`config.mk`:
```
export PLATFORM = sky130hd
export DESIGN_NAME = supply_monitor_fault_response
export DESIGN_NICKNAME = d
export VERILOG_FILES = /design/src/core/comparator_filter.v /design/src/core/comparator_self_test.v /design/src/core/supply_monitor_fault_response.v
export VERILOG_INCLUDE_DIRS = /design/src /design/src/core
export SDC_FILE = /design/constraint.sdc
export NUM_CORES = 1
export LEC_CHECK = 0
export BUFFER_PORTS_ARGS = -buffer_cell sky130_fd_sc_hd__buf_4
export CORE_ASPECT_RATIO = 0.75
export CORE_MARGIN = 1
export CORE_UTILIZATION = 40
export DETAILED_ROUTE_END_ITERATION = 10
export PLACE_DENSITY_LB_ADDON = 0.05
export SLEW_MARGIN = 5
export SYNTH_ARGS = -nofsm -noshare
export SYNTH_HDL_FRONTEND = slang
export SYNTH_SLANG_ARGS = --single-unit
```
`constraint.sdc`:
```
create_clock -name mclk -period 4.4 [get_ports mclk]
set_clock_uncertainty 0.2 [all_clocks]
set_input_delay 1.1 -clock mclk [delete_from_list [all_inputs] [get_ports mclk]]
set_output_delay 1.1 -clock mclk [all_outputs]
set_load 0.01 [all_outputs]
```
`src/core/supply_monitor_defs.vh`:
```
// Purpose: shared constants for the supply monitor and fault response block
// Assumes: 100 MHz mclk
// Notes:   bit positions are within the eight-bit monitor status words
`ifndef SUPPLY_MONITOR_DEFS_VH
`define SUPPLY_MONITOR_DEFS_VH

// ****************************************************************
// status bit positions
// ****************************************************************
`define STAT1_BAT_UV      6
`define STAT1_BAT_OV      7
`define STAT2_IO_UV       2
`define STAT2_IO_OV       3
`define STAT2_XCVR_UV     4
`define STAT2_XCVR_OV     5
`define STAT2_PRE_UV      6
`define STAT2_PRE_OV      7
`define STAT_RESET        8'h00

// ****************************************************************
// rail indices into the comparator vectors
// ****************************************************************
`define RAIL_BAT          0
`define RAIL_PRE          1
`define RAIL_XCVR         2
`define RAIL_IO           3
`define RAIL_COUNT        4

// ****************************************************************
// device states
// ****************************************************************
`define ST_OFF            3'h0
`define ST_SELFTEST       3'h1
`define ST_DIAGNOSTIC     3'h2
`define ST_ACTIVE         3'h3
`define ST_SAFE           3'h4
`define ST_RESET          3'h5
`define ST_STANDBY        3'h6

// ****************************************************************
// timing
// ****************************************************************
`define FILTER_NS         1000
`define FILTER_CYCLES     ((`FILTER_NS + 9) / 10)
`define TOGGLE_HALF_NS    200
`define TOGGLE_HALF_CYCLES ((`TOGGLE_HALF_NS + 9) / 10)
`define TOGGLE_PAIRS      3
`define WD_FAIL_LIMIT     3'h5

`endif

```
`src/core/comparator_filter.v`:
```
// Purpose: two-flop synchroniser and glitch filter for one comparator output
// Assumes: raw comparator is asynchronous to mclk
// Notes:   output changes only after the input holds steady for the filter count
`timescale 1ns/1ps
`default_nettype none
`include "supply_monitor_defs.vh"

module comparator_filter #(
   parameter FILTER_CYCLES = `FILTER_CYCLES
) (
   input  wire mclk,
   input  wire rstn,
   input  wire raw,
   output reg  filtered
);

   reg        sync_a;
   reg        sync_b;
   reg [15:0] count;

   always @(posedge mclk or negedge rstn) begin
      if (!rstn) begin
         sync_a   <= 1'b0;
         sync_b   <= 1'b0;
         count    <= 16'h0000;
         filtered <= 1'b0;
      end else begin
         sync_a <= raw;
         sync_b <= sync_a;
         // short transients restart the count and never reach the output
         if (sync_b == filtered) begin
            count <= 16'h0000;
         end else if (count == FILTER_CYCLES[15:0] - 16'h0001) begin
            count    <= 16'h0000;
            filtered <= sync_b;
         end else begin
            count <= count + 16'h0001;
         end
      end
   end

endmodule
`default_nettype wire

```
`src/core/comparator_self_test.v`:
```
// Purpose: drives emulated under/over inputs and checks the toggle pattern
// Assumes: forced comparators answer through the same glitch filters
// Notes:   pass needs every comparator to follow each forced edge
`timescale 1ns/1ps
`default_nettype none
`include "supply_monitor_defs.vh"

module comparator_self_test #(
   parameter N           = `RAIL_COUNT,
   parameter HALF_CYCLES = `TOGGLE_HALF_CYCLES + `FILTER_CYCLES + 2,
   parameter PAIRS       = `TOGGLE_PAIRS
) (
   input  wire         mclk,
   input  wire         rstn,
   input  wire         start,
   input  wire [N-1:0] uv_seen,
   input  wire [N-1:0] ov_seen,
   output reg          force_active,
   output reg          force_level,
   output reg          done,
   output reg          fail
);

   reg [15:0] timer;
   reg [3:0]  edges;

   always @(posedge mclk or negedge rstn) begin
      if (!rstn) begin
         force_active <= 1'b0;
         force_level  <= 1'b0;
         done         <= 1'b0;
         fail         <= 1'b0;
         timer        <= 16'h0000;
         edges        <= 4'h0;
      end else begin
         done <= 1'b0;
         if (!force_active) begin
            if (start) begin
               force_active <= 1'b1;
               force_level  <= 1'b1;
               fail         <= 1'b0;
               timer        <= 16'h0000;
               edges        <= 4'h0;
            end
         end else if (timer == HALF_CYCLES[15:0] - 16'h0001) begin
            timer <= 16'h0000;
            // sample at the end of each half period: all must match the forced level
            if ((uv_seen != {N{force_level}}) || (ov_seen != {N{force_level}})) begin
               fail <= 1'b1;
            end
            if (edges == PAIRS[3:0] * 4'h2 - 4'h1) begin
               force_active <= 1'b0;
               force_level  <= 1'b0;
               done         <= 1'b1;
            end else begin
               edges       <= edges + 4'h1;
               force_level <= ~force_level;
            end
         end else begin
            timer <= timer + 16'h0001;
         end
      end
   end

endmodule
`default_nettype wire

```
`src/core/supply_monitor_fault_response.v`:
```
// Summary of operation
// - analog self-test starts by itself once the pre-regulator rail is above undervoltage
// - analog or logic self-test failure sends the state controller to SAFE
// - enable-drive output needs count, control bit and all fault signals permitting
// - each monitor flag reads 0 in tolerance and 1 out of tolerance
// - every comparator output is glitch filtered before it reaches a flag
// - comparator test runs at start-up or on request in DIAGNOSTIC or ACTIVE
// - test forces under and over levels, each comparator toggles, pattern checked
// - forced toggles during the test never count as real rail events
// - battery undervoltage sets status one bit 6, STANDBY, reset and drive low
// - battery overvoltage sets status one bit 7, RESET only when mask is zero
// - pre-regulator under and over set status two bits 6 and 7
// - transceiver under sets status two bit 4, over sets bit 5, drive low
// - I/O rail at 5 V undervoltage sets status two bit 2
// - I/O rail overvoltage sets status two bit 3 and forces drive low
//
// Purpose: digital side of a multi-rail supply supervisor
// Assumes: comparators, self-test result of logic and control bits arrive as ports
// Notes:   flags are live levels; forced test results never reach them
`timescale 1ns/1ps
`default_nettype none
`include "supply_monitor_defs.vh"

module supply_monitor_fault_response #(
   parameter N             = `RAIL_COUNT,
   parameter FILTER_CYCLES = `FILTER_CYCLES
) (
   input  wire         mclk,
   input  wire         rstn,
   input  wire [N-1:0] uv_comparator,
   input  wire [N-1:0] ov_comparator,
   input  wire         io_rail_5v,
   input  wire         logic_self_test_done,
   input  wire         logic_self_test_fail,
   input  wire         self_test_request,
   input  wire         diag_exit_request,
   input  wire         restart_request,
   input  wire         battery_overvoltage_mask,
   input  wire         enable_drive_bit,
   input  wire [2:0]   watchdog_failure_count,
   input  wire         internal_fault,
   output reg  [7:0]   monitor_status_one,
   output reg  [7:0]   monitor_status_two,
   output reg  [2:0]   device_state,
   output wire         built_in_self_test_busy,
   output wire         comparator_force_active,
   output wire         comparator_force_level,
   output reg          analog_self_test_fail,
   output reg          mcu_reset_output,
   output reg          enable_drive_output
);

   // ****************************************************************
   // comparator filtering
   // ****************************************************************
   wire [N-1:0] uv_filt;
   wire [N-1:0] ov_filt;

   genvar g;
   generate
      for (g = 0; g < N; g = g + 1) begin : filt
         comparator_filter #(
            .FILTER_CYCLES (FILTER_CYCLES)
         ) uv_f (
            .mclk     (mclk),
            .rstn     (rstn),
            .raw      (uv_comparator[g]),
            .filtered (uv_filt[g])
         );
         comparator_filter #(
            .FILTER_CYCLES (FILTER_CYCLES)
         ) ov_f (
            .mclk     (mclk),
            .rstn     (rstn),
            .raw      (ov_comparator[g]),
            .filtered (ov_filt[g])
         );
      end
   endgenerate

   // ****************************************************************
   // comparator self-test
   // ****************************************************************
   reg  test_start;
   wire test_done;
   wire test_fail;
   reg  test_running;
   reg  hold_off;
   reg  [15:0] settle;

   comparator_self_test #(
      .N           (N),
      .HALF_CYCLES (`TOGGLE_HALF_CYCLES + FILTER_CYCLES + 2)
   ) cst (
      .mclk         (mclk),
      .rstn         (rstn),
      .start        (test_start),
      .uv_seen      (uv_filt),
      .ov_seen      (ov_filt),
      .force_active (comparator_force_active),
      .force_level  (comparator_force_level),
      .done         (test_done),
      .fail         (test_fail)
   );

   // forced levels drain through the filters after the test ends, so flags
   // stay frozen for the filter count plus four more cycles
   always @(posedge mclk or negedge rstn) begin
      if (!rstn) begin
         test_running <= 1'b0;
         hold_off     <= 1'b0;
         settle       <= 16'h0000;
      end else begin
         if (test_start) begin
            test_running <= 1'b1;
            hold_off     <= 1'b1;
         end else if (test_done) begin
            test_running <= 1'b0;
            settle       <= 16'h0000;
         end else if (hold_off && !test_running) begin
            if (settle == FILTER_CYCLES[15:0] + 16'h0003) begin
               hold_off <= 1'b0;
            end else begin
               settle <= settle + 16'h0001;
            end
         end
      end
   end

   assign built_in_self_test_busy = hold_off || (device_state == `ST_SELFTEST);

   // ****************************************************************
   // live rail events, masked during the self-test
   // ****************************************************************
   wire [N-1:0] uv_live = hold_off ? {N{1'b0}} : uv_filt;
   wire [N-1:0] ov_live = hold_off ? {N{1'b0}} : ov_filt;
   wire         io_uv   = uv_live[`RAIL_IO] & io_rail_5v;

   // ****************************************************************
   // status flags
   // ****************************************************************
   reg [7:0] next_stat1;
   reg [7:0] next_stat2;

   always @* begin
      next_stat1 = `STAT_RESET;
      next_stat2 = `STAT_RESET;
      // during the test the flags keep their last real value
      if (hold_off) begin
         next_stat1 = monitor_status_one;
         next_stat2 = monitor_status_two;
      end else begin
         next_stat1[`STAT1_BAT_UV]  = uv_live[`RAIL_BAT];
         next_stat1[`STAT1_BAT_OV]  = ov_live[`RAIL_BAT];
         next_stat2[`STAT2_PRE_UV]  = uv_live[`RAIL_PRE];
         next_stat2[`STAT2_PRE_OV]  = ov_live[`RAIL_PRE];
         next_stat2[`STAT2_XCVR_UV] = uv_live[`RAIL_XCVR];
         next_stat2[`STAT2_XCVR_OV] = ov_live[`RAIL_XCVR];
         next_stat2[`STAT2_IO_UV]   = io_uv;
         next_stat2[`STAT2_IO_OV]   = ov_live[`RAIL_IO];
      end
   end

   always @(posedge mclk or negedge rstn) begin
      if (!rstn) begin
         monitor_status_one <= `STAT_RESET;
         monitor_status_two <= `STAT_RESET;
      end else begin
         monitor_status_one <= next_stat1;
         monitor_status_two <= next_stat2;
      end
   end

   // ****************************************************************
   // device state controller
   // ****************************************************************
   reg [2:0] next_state;
   reg       logic_done_seen;
   reg       bat_uv_event;
   reg       bat_ov_event;

   always @* begin
      bat_uv_event = uv_live[`RAIL_BAT];
      bat_ov_event = ov_live[`RAIL_BAT] & ~battery_overvoltage_mask;
   end

   always @* begin
      next_state = device_state;
      test_start = 1'b0;
      case (device_state)
         `ST_OFF: begin
            // pre-regulator above its undervoltage threshold
            if (!uv_filt[`RAIL_PRE]) begin
               next_state = `ST_SELFTEST;
               test_start = 1'b1;
            end
         end
         `ST_SELFTEST: begin
            if (test_done && test_fail) begin
               next_state = `ST_SAFE;
            end else if (logic_self_test_done && logic_self_test_fail) begin
               next_state = `ST_SAFE;
            end else if (!test_running && logic_done_seen) begin
               next_state = analog_self_test_fail ? `ST_SAFE : `ST_DIAGNOSTIC;
            end
         end
         `ST_DIAGNOSTIC, `ST_ACTIVE: begin
            if (test_done && test_fail) begin
               next_state = `ST_SAFE;
            end else if (self_test_request && !test_running) begin
               test_start = 1'b1;
            end else if (device_state == `ST_DIAGNOSTIC && diag_exit_request) begin
               next_state = `ST_ACTIVE;
            end
         end
         `ST_SAFE, `ST_RESET: begin
            if (restart_request) begin
               next_state = `ST_OFF;
            end
         end
         `ST_STANDBY: begin
            if (!uv_live[`RAIL_BAT]) begin
               next_state = `ST_OFF;
            end
         end
         default: begin
            next_state = `ST_OFF;
         end
      endcase
      // supply events override every state except STANDBY exit
      if (bat_uv_event) begin
         next_state = `ST_STANDBY;
         test_start = 1'b0;
      end else if (bat_ov_event && device_state != `ST_STANDBY) begin
         next_state = `ST_RESET;
         test_start = 1'b0;
      end
   end

   always @(posedge mclk or negedge rstn) begin
      if (!rstn) begin
         device_state          <= `ST_OFF;
         logic_done_seen       <= 1'b0;
         analog_self_test_fail <= 1'b0;
      end else begin
         device_state <= next_state;
         if (device_state == `ST_OFF) begin
            logic_done_seen <= 1'b0;
         end else if (logic_self_test_done) begin
            logic_done_seen <= 1'b1;
         end
         // sticky until the next run starts; a failing end wins over a start
         if (test_done && test_fail) begin
            analog_self_test_fail <= 1'b1;
         end else if (test_start) begin
            analog_self_test_fail <= 1'b0;
         end
      end
   end

   // ****************************************************************
   // reset and enable-drive outputs
   // ****************************************************************
   reg next_reset_out;
   reg next_drive;

   always @* begin
      next_reset_out = (device_state == `ST_DIAGNOSTIC) || (device_state == `ST_ACTIVE) ||
                       (device_state == `ST_SAFE);
      if (bat_uv_event || device_state == `ST_STANDBY) begin
         next_reset_out = 1'b0;
      end
      if (bat_ov_event || device_state == `ST_RESET) begin
         next_reset_out = 1'b0;
      end
      next_drive = enable_drive_bit && (watchdog_failure_count < `WD_FAIL_LIMIT) &&
                   !internal_fault && (device_state == `ST_ACTIVE) &&
                   !bat_uv_event &&
                   !ov_live[`RAIL_XCVR] &&
                   !ov_live[`RAIL_IO];
      // every permit above must hold at once
   end

   always @(posedge mclk or negedge rstn) begin
      if (!rstn) begin
         mcu_reset_output    <= 1'b0;
         enable_drive_output <= 1'b0;
      end else begin
         mcu_reset_output    <= next_reset_out;
         enable_drive_output <= next_drive;
      end
   end

endmodule
`default_nettype wire

```
# Word level (Yosys, flattened, before mapping)
# Cells that the tools add are included.
# op_classes
add_sub_neg	11
magnitude_cmp	1
eq_ne	38
n_mux	72
bitwise_logic	13
reduce_logical	48
# op_table
operator	count
16-bit two-way mux	22
16-bit by 1-bit adder with 16-bit output, second input constant	10
16-bit by 7-bit equality test with 1-bit output, second input constant	10
3-bit two-way mux	11
1-bit two-way mux	31
4-bit two-way mux	6
2-bit AND reduction	9
2-bit nonzero test	7
1-bit logical AND	13
3-bit case mux with 4 select lines	1
3-bit AND reduction	4
1-bit inverter	11
5-bit inequality test, second input constant	2
3-bit equality test, second input constant	3
1-bit equality test	8
4-bit inequality test	2
4-bit inequality test, second input constant	2
3-bit by 2-bit equality test with 1-bit output, second input constant	2
1-bit logical OR	6
2-bit inequality test, second input constant	3
6-bit by 2-bit inequality test with 1-bit output, second input constant	1
1-bit logical NOT	5
5-bit AND reduction	1
4-bit by 1-bit adder with 4-bit output, second input constant	1
other kinds (9)	12
# word_totals
ff_bits	209
input_bits	22
elab_cells	231

# Longest topological paths before layout
# depth
depth_word	9
mapped_depth	8

# By module
# From an unflattened synthesis, not the netlist that was laid out.
# unflattened
cells_unflattened	1061
area_unflattened_um2	10729.0
# by_module_without_submodules
mod	instances	cells_per_inst	area_per_inst_um2	seq_area_each_um2
comparator_filter	8	85	905.9	475.5
supply_monitor_fault_response	1	221	2052.0	825.8
comparator_self_test	1	160	1430.1	600.6

# Worst setup path before layout
# Ideal clock, no wire load.
# synth_timing
path_type	input to register
from	input self_test_request
to	register device_state[1]
setup_time_ps	124
arrival_ps	2443
t_required_ps	4076
setup_slack_ps	1633
path_stages	5
path_buffers	0
path_cell_list	nor2b_1 > or3b_2 > a311oi_1 > nor2_1 > a211o_1
# synth_between
elab_chain_len	3
# synth_rtl
element	line_no	rtl
start: declaration	supply_monitor_fault_response.v:35	input wire self_test_request,
1-bit logical AND	supply_monitor_fault_response.v:210	end else if (self_test_request && !test_running) begin
5-bit inequality test (no line)	n/a	
5-bit AND reduction (no line)	n/a	
end signal: assignment	supply_monitor_fault_response.v:242	device_state <= `ST_OFF;
end signal: assignment	supply_monitor_fault_response.v:246	device_state <= next_state;
end: declaration	supply_monitor_fault_response.v:44	output reg [2:0] device_state,
# Every way passes these cells.
# A chain may end at the register's enable or synchronous reset.

# Worst setup path in the final report
# layout_timing
from	register hold_off
to	output built_in_self_test_busy
# layout_between
elab_chain_len	1
# layout_rtl
element	line_no	rtl
start: declaration	supply_monitor_fault_response.v:88	reg hold_off;
start signal: assignment	supply_monitor_fault_response.v:111	hold_off <= 1'b0;
start signal: assignment	supply_monitor_fault_response.v:116	hold_off <= 1'b1;
start signal: assignment	supply_monitor_fault_response.v:122	hold_off <= 1'b0;
1-bit logical OR	supply_monitor_fault_response.v:130	assign built_in_self_test_busy = hold_off || (device_state == `ST_SELFTEST);
end: declaration	supply_monitor_fault_response.v:45	output wire built_in_self_test_busy,
# Every way passes these cells.

==> run metrics <==
Final Setup Violations=0; Cells after Synth=995; Placeable Area=24,090 sq um; CP max FO=15; Die Footprint=25,350 sq um; largest net degree at the start of global routing=90; Peak Freq=342.0 MHz; global-route track usage on met1=25.77%; clock tree sinks=209; DRC=0; Hold-fix buffers, CTS=0; P_int=3663 uW; Syn Area/Cell=9.933 sq um; Sequential Power Share=44.8%; final hold violation count=0; io pins=47; IR drop worst, VDD=0.2286 mV; Yosys warning count=0; vias per inst=4.988; Worst setup EP type=output pin; Hold Worst Slack=0.1506 ns; total number of vias=6,929; Async SR Flop Fraction=100.0%; NetSw=1221 uW; Final GP Congestion=0.7665; share of total power in combinational logic=9.0%; Total GRT Usage=16.59%; measured slew at the worst slew-check pin=1.037 ns; mapped cell area=9883 sq um; outcome=completed; Worst-Skew Late Latency=0.51 ns; antenna cells=0; Max stage delay on crit path=0.77 ns; WP buf/inv=1; CP Launch Type=register; nets@finish=1,077; initial antenna violation count=0; Root Driver=clkbuf_16; Avg WL per Cell=14.37 microns; Post-CTS Resized=0; ANT nets after route=0; CTS Buffer Depth=3; worst min-delay path class=reg2reg; Reg2Reg Setup Slack=1.55 ns; Netlist cell types=52; clock share of power=46.2%; fraction of layout cells with a size suffix above 1=10.30%; CP top delay family=flip-flops; GRT busiest layer=met1; Switching Share=25.00%; Power per Cell Area=426.9 nW/um^2; slowest CP cell=dfrtp_1; sequential area share after synthesis=52.92%; vias in the first global route=6,743; max cap viols=0; clk slew on worst S/H paths=0.06 ns; top_reg_cell synth=dfrtp_1; number of synthesized flops with an enable pin=0; Syn-to-layout area delta=15.77%; CTS buffer count=24; IO Port Bufs=38; GR Layer Usage met2=23.96%; Period minus WS final=2.924 ns; Pre-Repair DR Iteration Count=4; die width=183.5 microns; Slew HR=30.87%; DRT iter0 DRCs=292; DP HPWL=13.40 mm; drt total wl=19.96 mm; crit-path cells=o21bai_1, buf_4; FP Rows=49; CP arrival=1.62 ns; die height=138.1 microns; setup tns final=0 ns; setup bufs post-CTS=0; CTS tree=built; M3 GR Usage=2.713%; Lkg Pwr=0.005061 uW; Starting Density=41.02%; first-pass GRT wire length=34.72 mm; FF+latch count, synth=209; CP Class=reg2out; RSZ-0062 raised after global routing=no; gr ovfl total=0; Final Util=47.49%; H-tree levels=1; CP required=3.10 ns; Final Cycle Share=66.45%; Slew Viols, Final=0
==> stage by stage <==
step	setup WS, ns	cells	total power, uW	cell area (sq um)
floorplan	1.633	1002	2478	9910
global placement	1.271	1347	2664	10540
detailed placement	1.241	1347	2668	10540
CTS	1.439	1389	4955	11440
global route	1.291	1389	5105	11440
finish	1.476	1389	4884	11440
==> layer usage <==
layer  share of wire, %  wire length (microns)
met5                  0                      0
met3                3.2                    631
met4                1.7                    345
met1                 53                  10670
met2                 42                   8313
==> cells by family after synthesis <==
family                     share of synthesized area (%)
DFF                                                52.92
xor gates and xnor gates                           11.17
adders and majority gates                          1.646
and+or+nand+nor                                    25.42
other                                            0.03794
AOI/OAI and AO/OA                                  5.165
muxes                                              1.595
buffers and inverters                              2.051
==> synth_stat cells (all sizes together), types with 2 or more instances <==
cell type	count	area, sq um
or3b	2	17.52
and3	26	162.7
mux2	14	157.7
and2	2	12.51
a21o	3	22.52
xnor2	44	385.4
nor3b	5	37.54
nand4	27	168.9
inv	11	41.29
o21ai	29	145.1
a31oi	7	43.79
xor2	82	718.2
nor4	37	231.5
a211o	6	52.55
o31ai	6	45.04
a221o	5	50.05
o21a	2	15.01
and4	5	43.79
nand3b	4	30.03
clkbuf	19	71.32
nand2	98	367.9
ha	13	162.7
nand2b	8	50.05
a21oi	7	35.03
or4	14	105.1
nand3	70	350.3
nor3	25	136.4
nor2	166	623.1
buf	14	90.09
or3	3	18.77
dfrtp	209	5230
nor4b	6	52.55
nor2b	10	62.56
==> final cells by class <==
cell class / instances / area, sq um
sequential: 209 / 5230
timing repair buffer: 47 / 360.3
fill: 2248 / 12650
clock buffer: 29 / 670.6
multi-input combinational: 749 / 4494
clock inverter: 13 / 231.5
tap: 331 / 414.1
inverter: 11 / 41.29
==> worst paths after layout <==
kind	startpoint	end	depth (start not counted)
min reg2reg	filt[3].uv_f.sync_a	filt[3].uv_f.sync_b	0
min in group asynchronous	rstn	filt[3].uv_f.count[9]	1
min	filt[3].uv_f.sync_a	filt[3].uv_f.sync_b	0
max in group asynchronous	rstn	settle[10]	2
max	hold_off	built_in_self_test_busy	2
max reg2reg	cst.done	settle[15]	6
==> power groups by stage <==
| stage | combinational [uW] | clock (uW) | sequential (uW) |
|---|---|---|---|
| finish | 439 | 2250 | 2190 |
| global route | 505 | 2390 | 2210 |
| CTS | 449 | 2320 | 2190 |
| detailed placement | 447 | 0 | 2220 |
| global placement | 443 | 0 | 2220 |
| floorplan | 311 | 0 | 2170 |
==> registers in the layout, summed over array words and instances, names as in the netlist, 2 cells and up <==
name / cells
filt.uv_f.sync_a: 4
device_state: 3
filt.uv_f.filtered: 4
filt.ov_f.filtered: 4
filt.uv_f.sync_b: 4
filt.ov_f.sync_a: 4
filt.ov_f.sync_b: 4
monitor_status_two: 6
monitor_status_one: 2
filt.uv_f.count: 64
cst.edges: 4
filt.ov_f.count: 64
settle: 16
cst.timer: 16
==> cells in the final DEF, fill, tap and decap left out, types with 7 or more instances in the layout <==
master and count:
dfrtp_1 209, nor2_1 166, nand2_1 98, xor2_1 82, nand3_1 70, buf_4 46
xnor2_1 44, nor4_1 37, nand4_1 27, o21ai_0 27, and3_1 26, clkbuf_16 25
nor3_1 24, or4_1 14, mux2_2 14, ha_1 13, inv_1 11, nor2b_1 10
nand2b_1 8, conb_1 8, a21oi_1 7, a31oi_1 7
No activity file was read; power rests on OpenSTA's default activity.
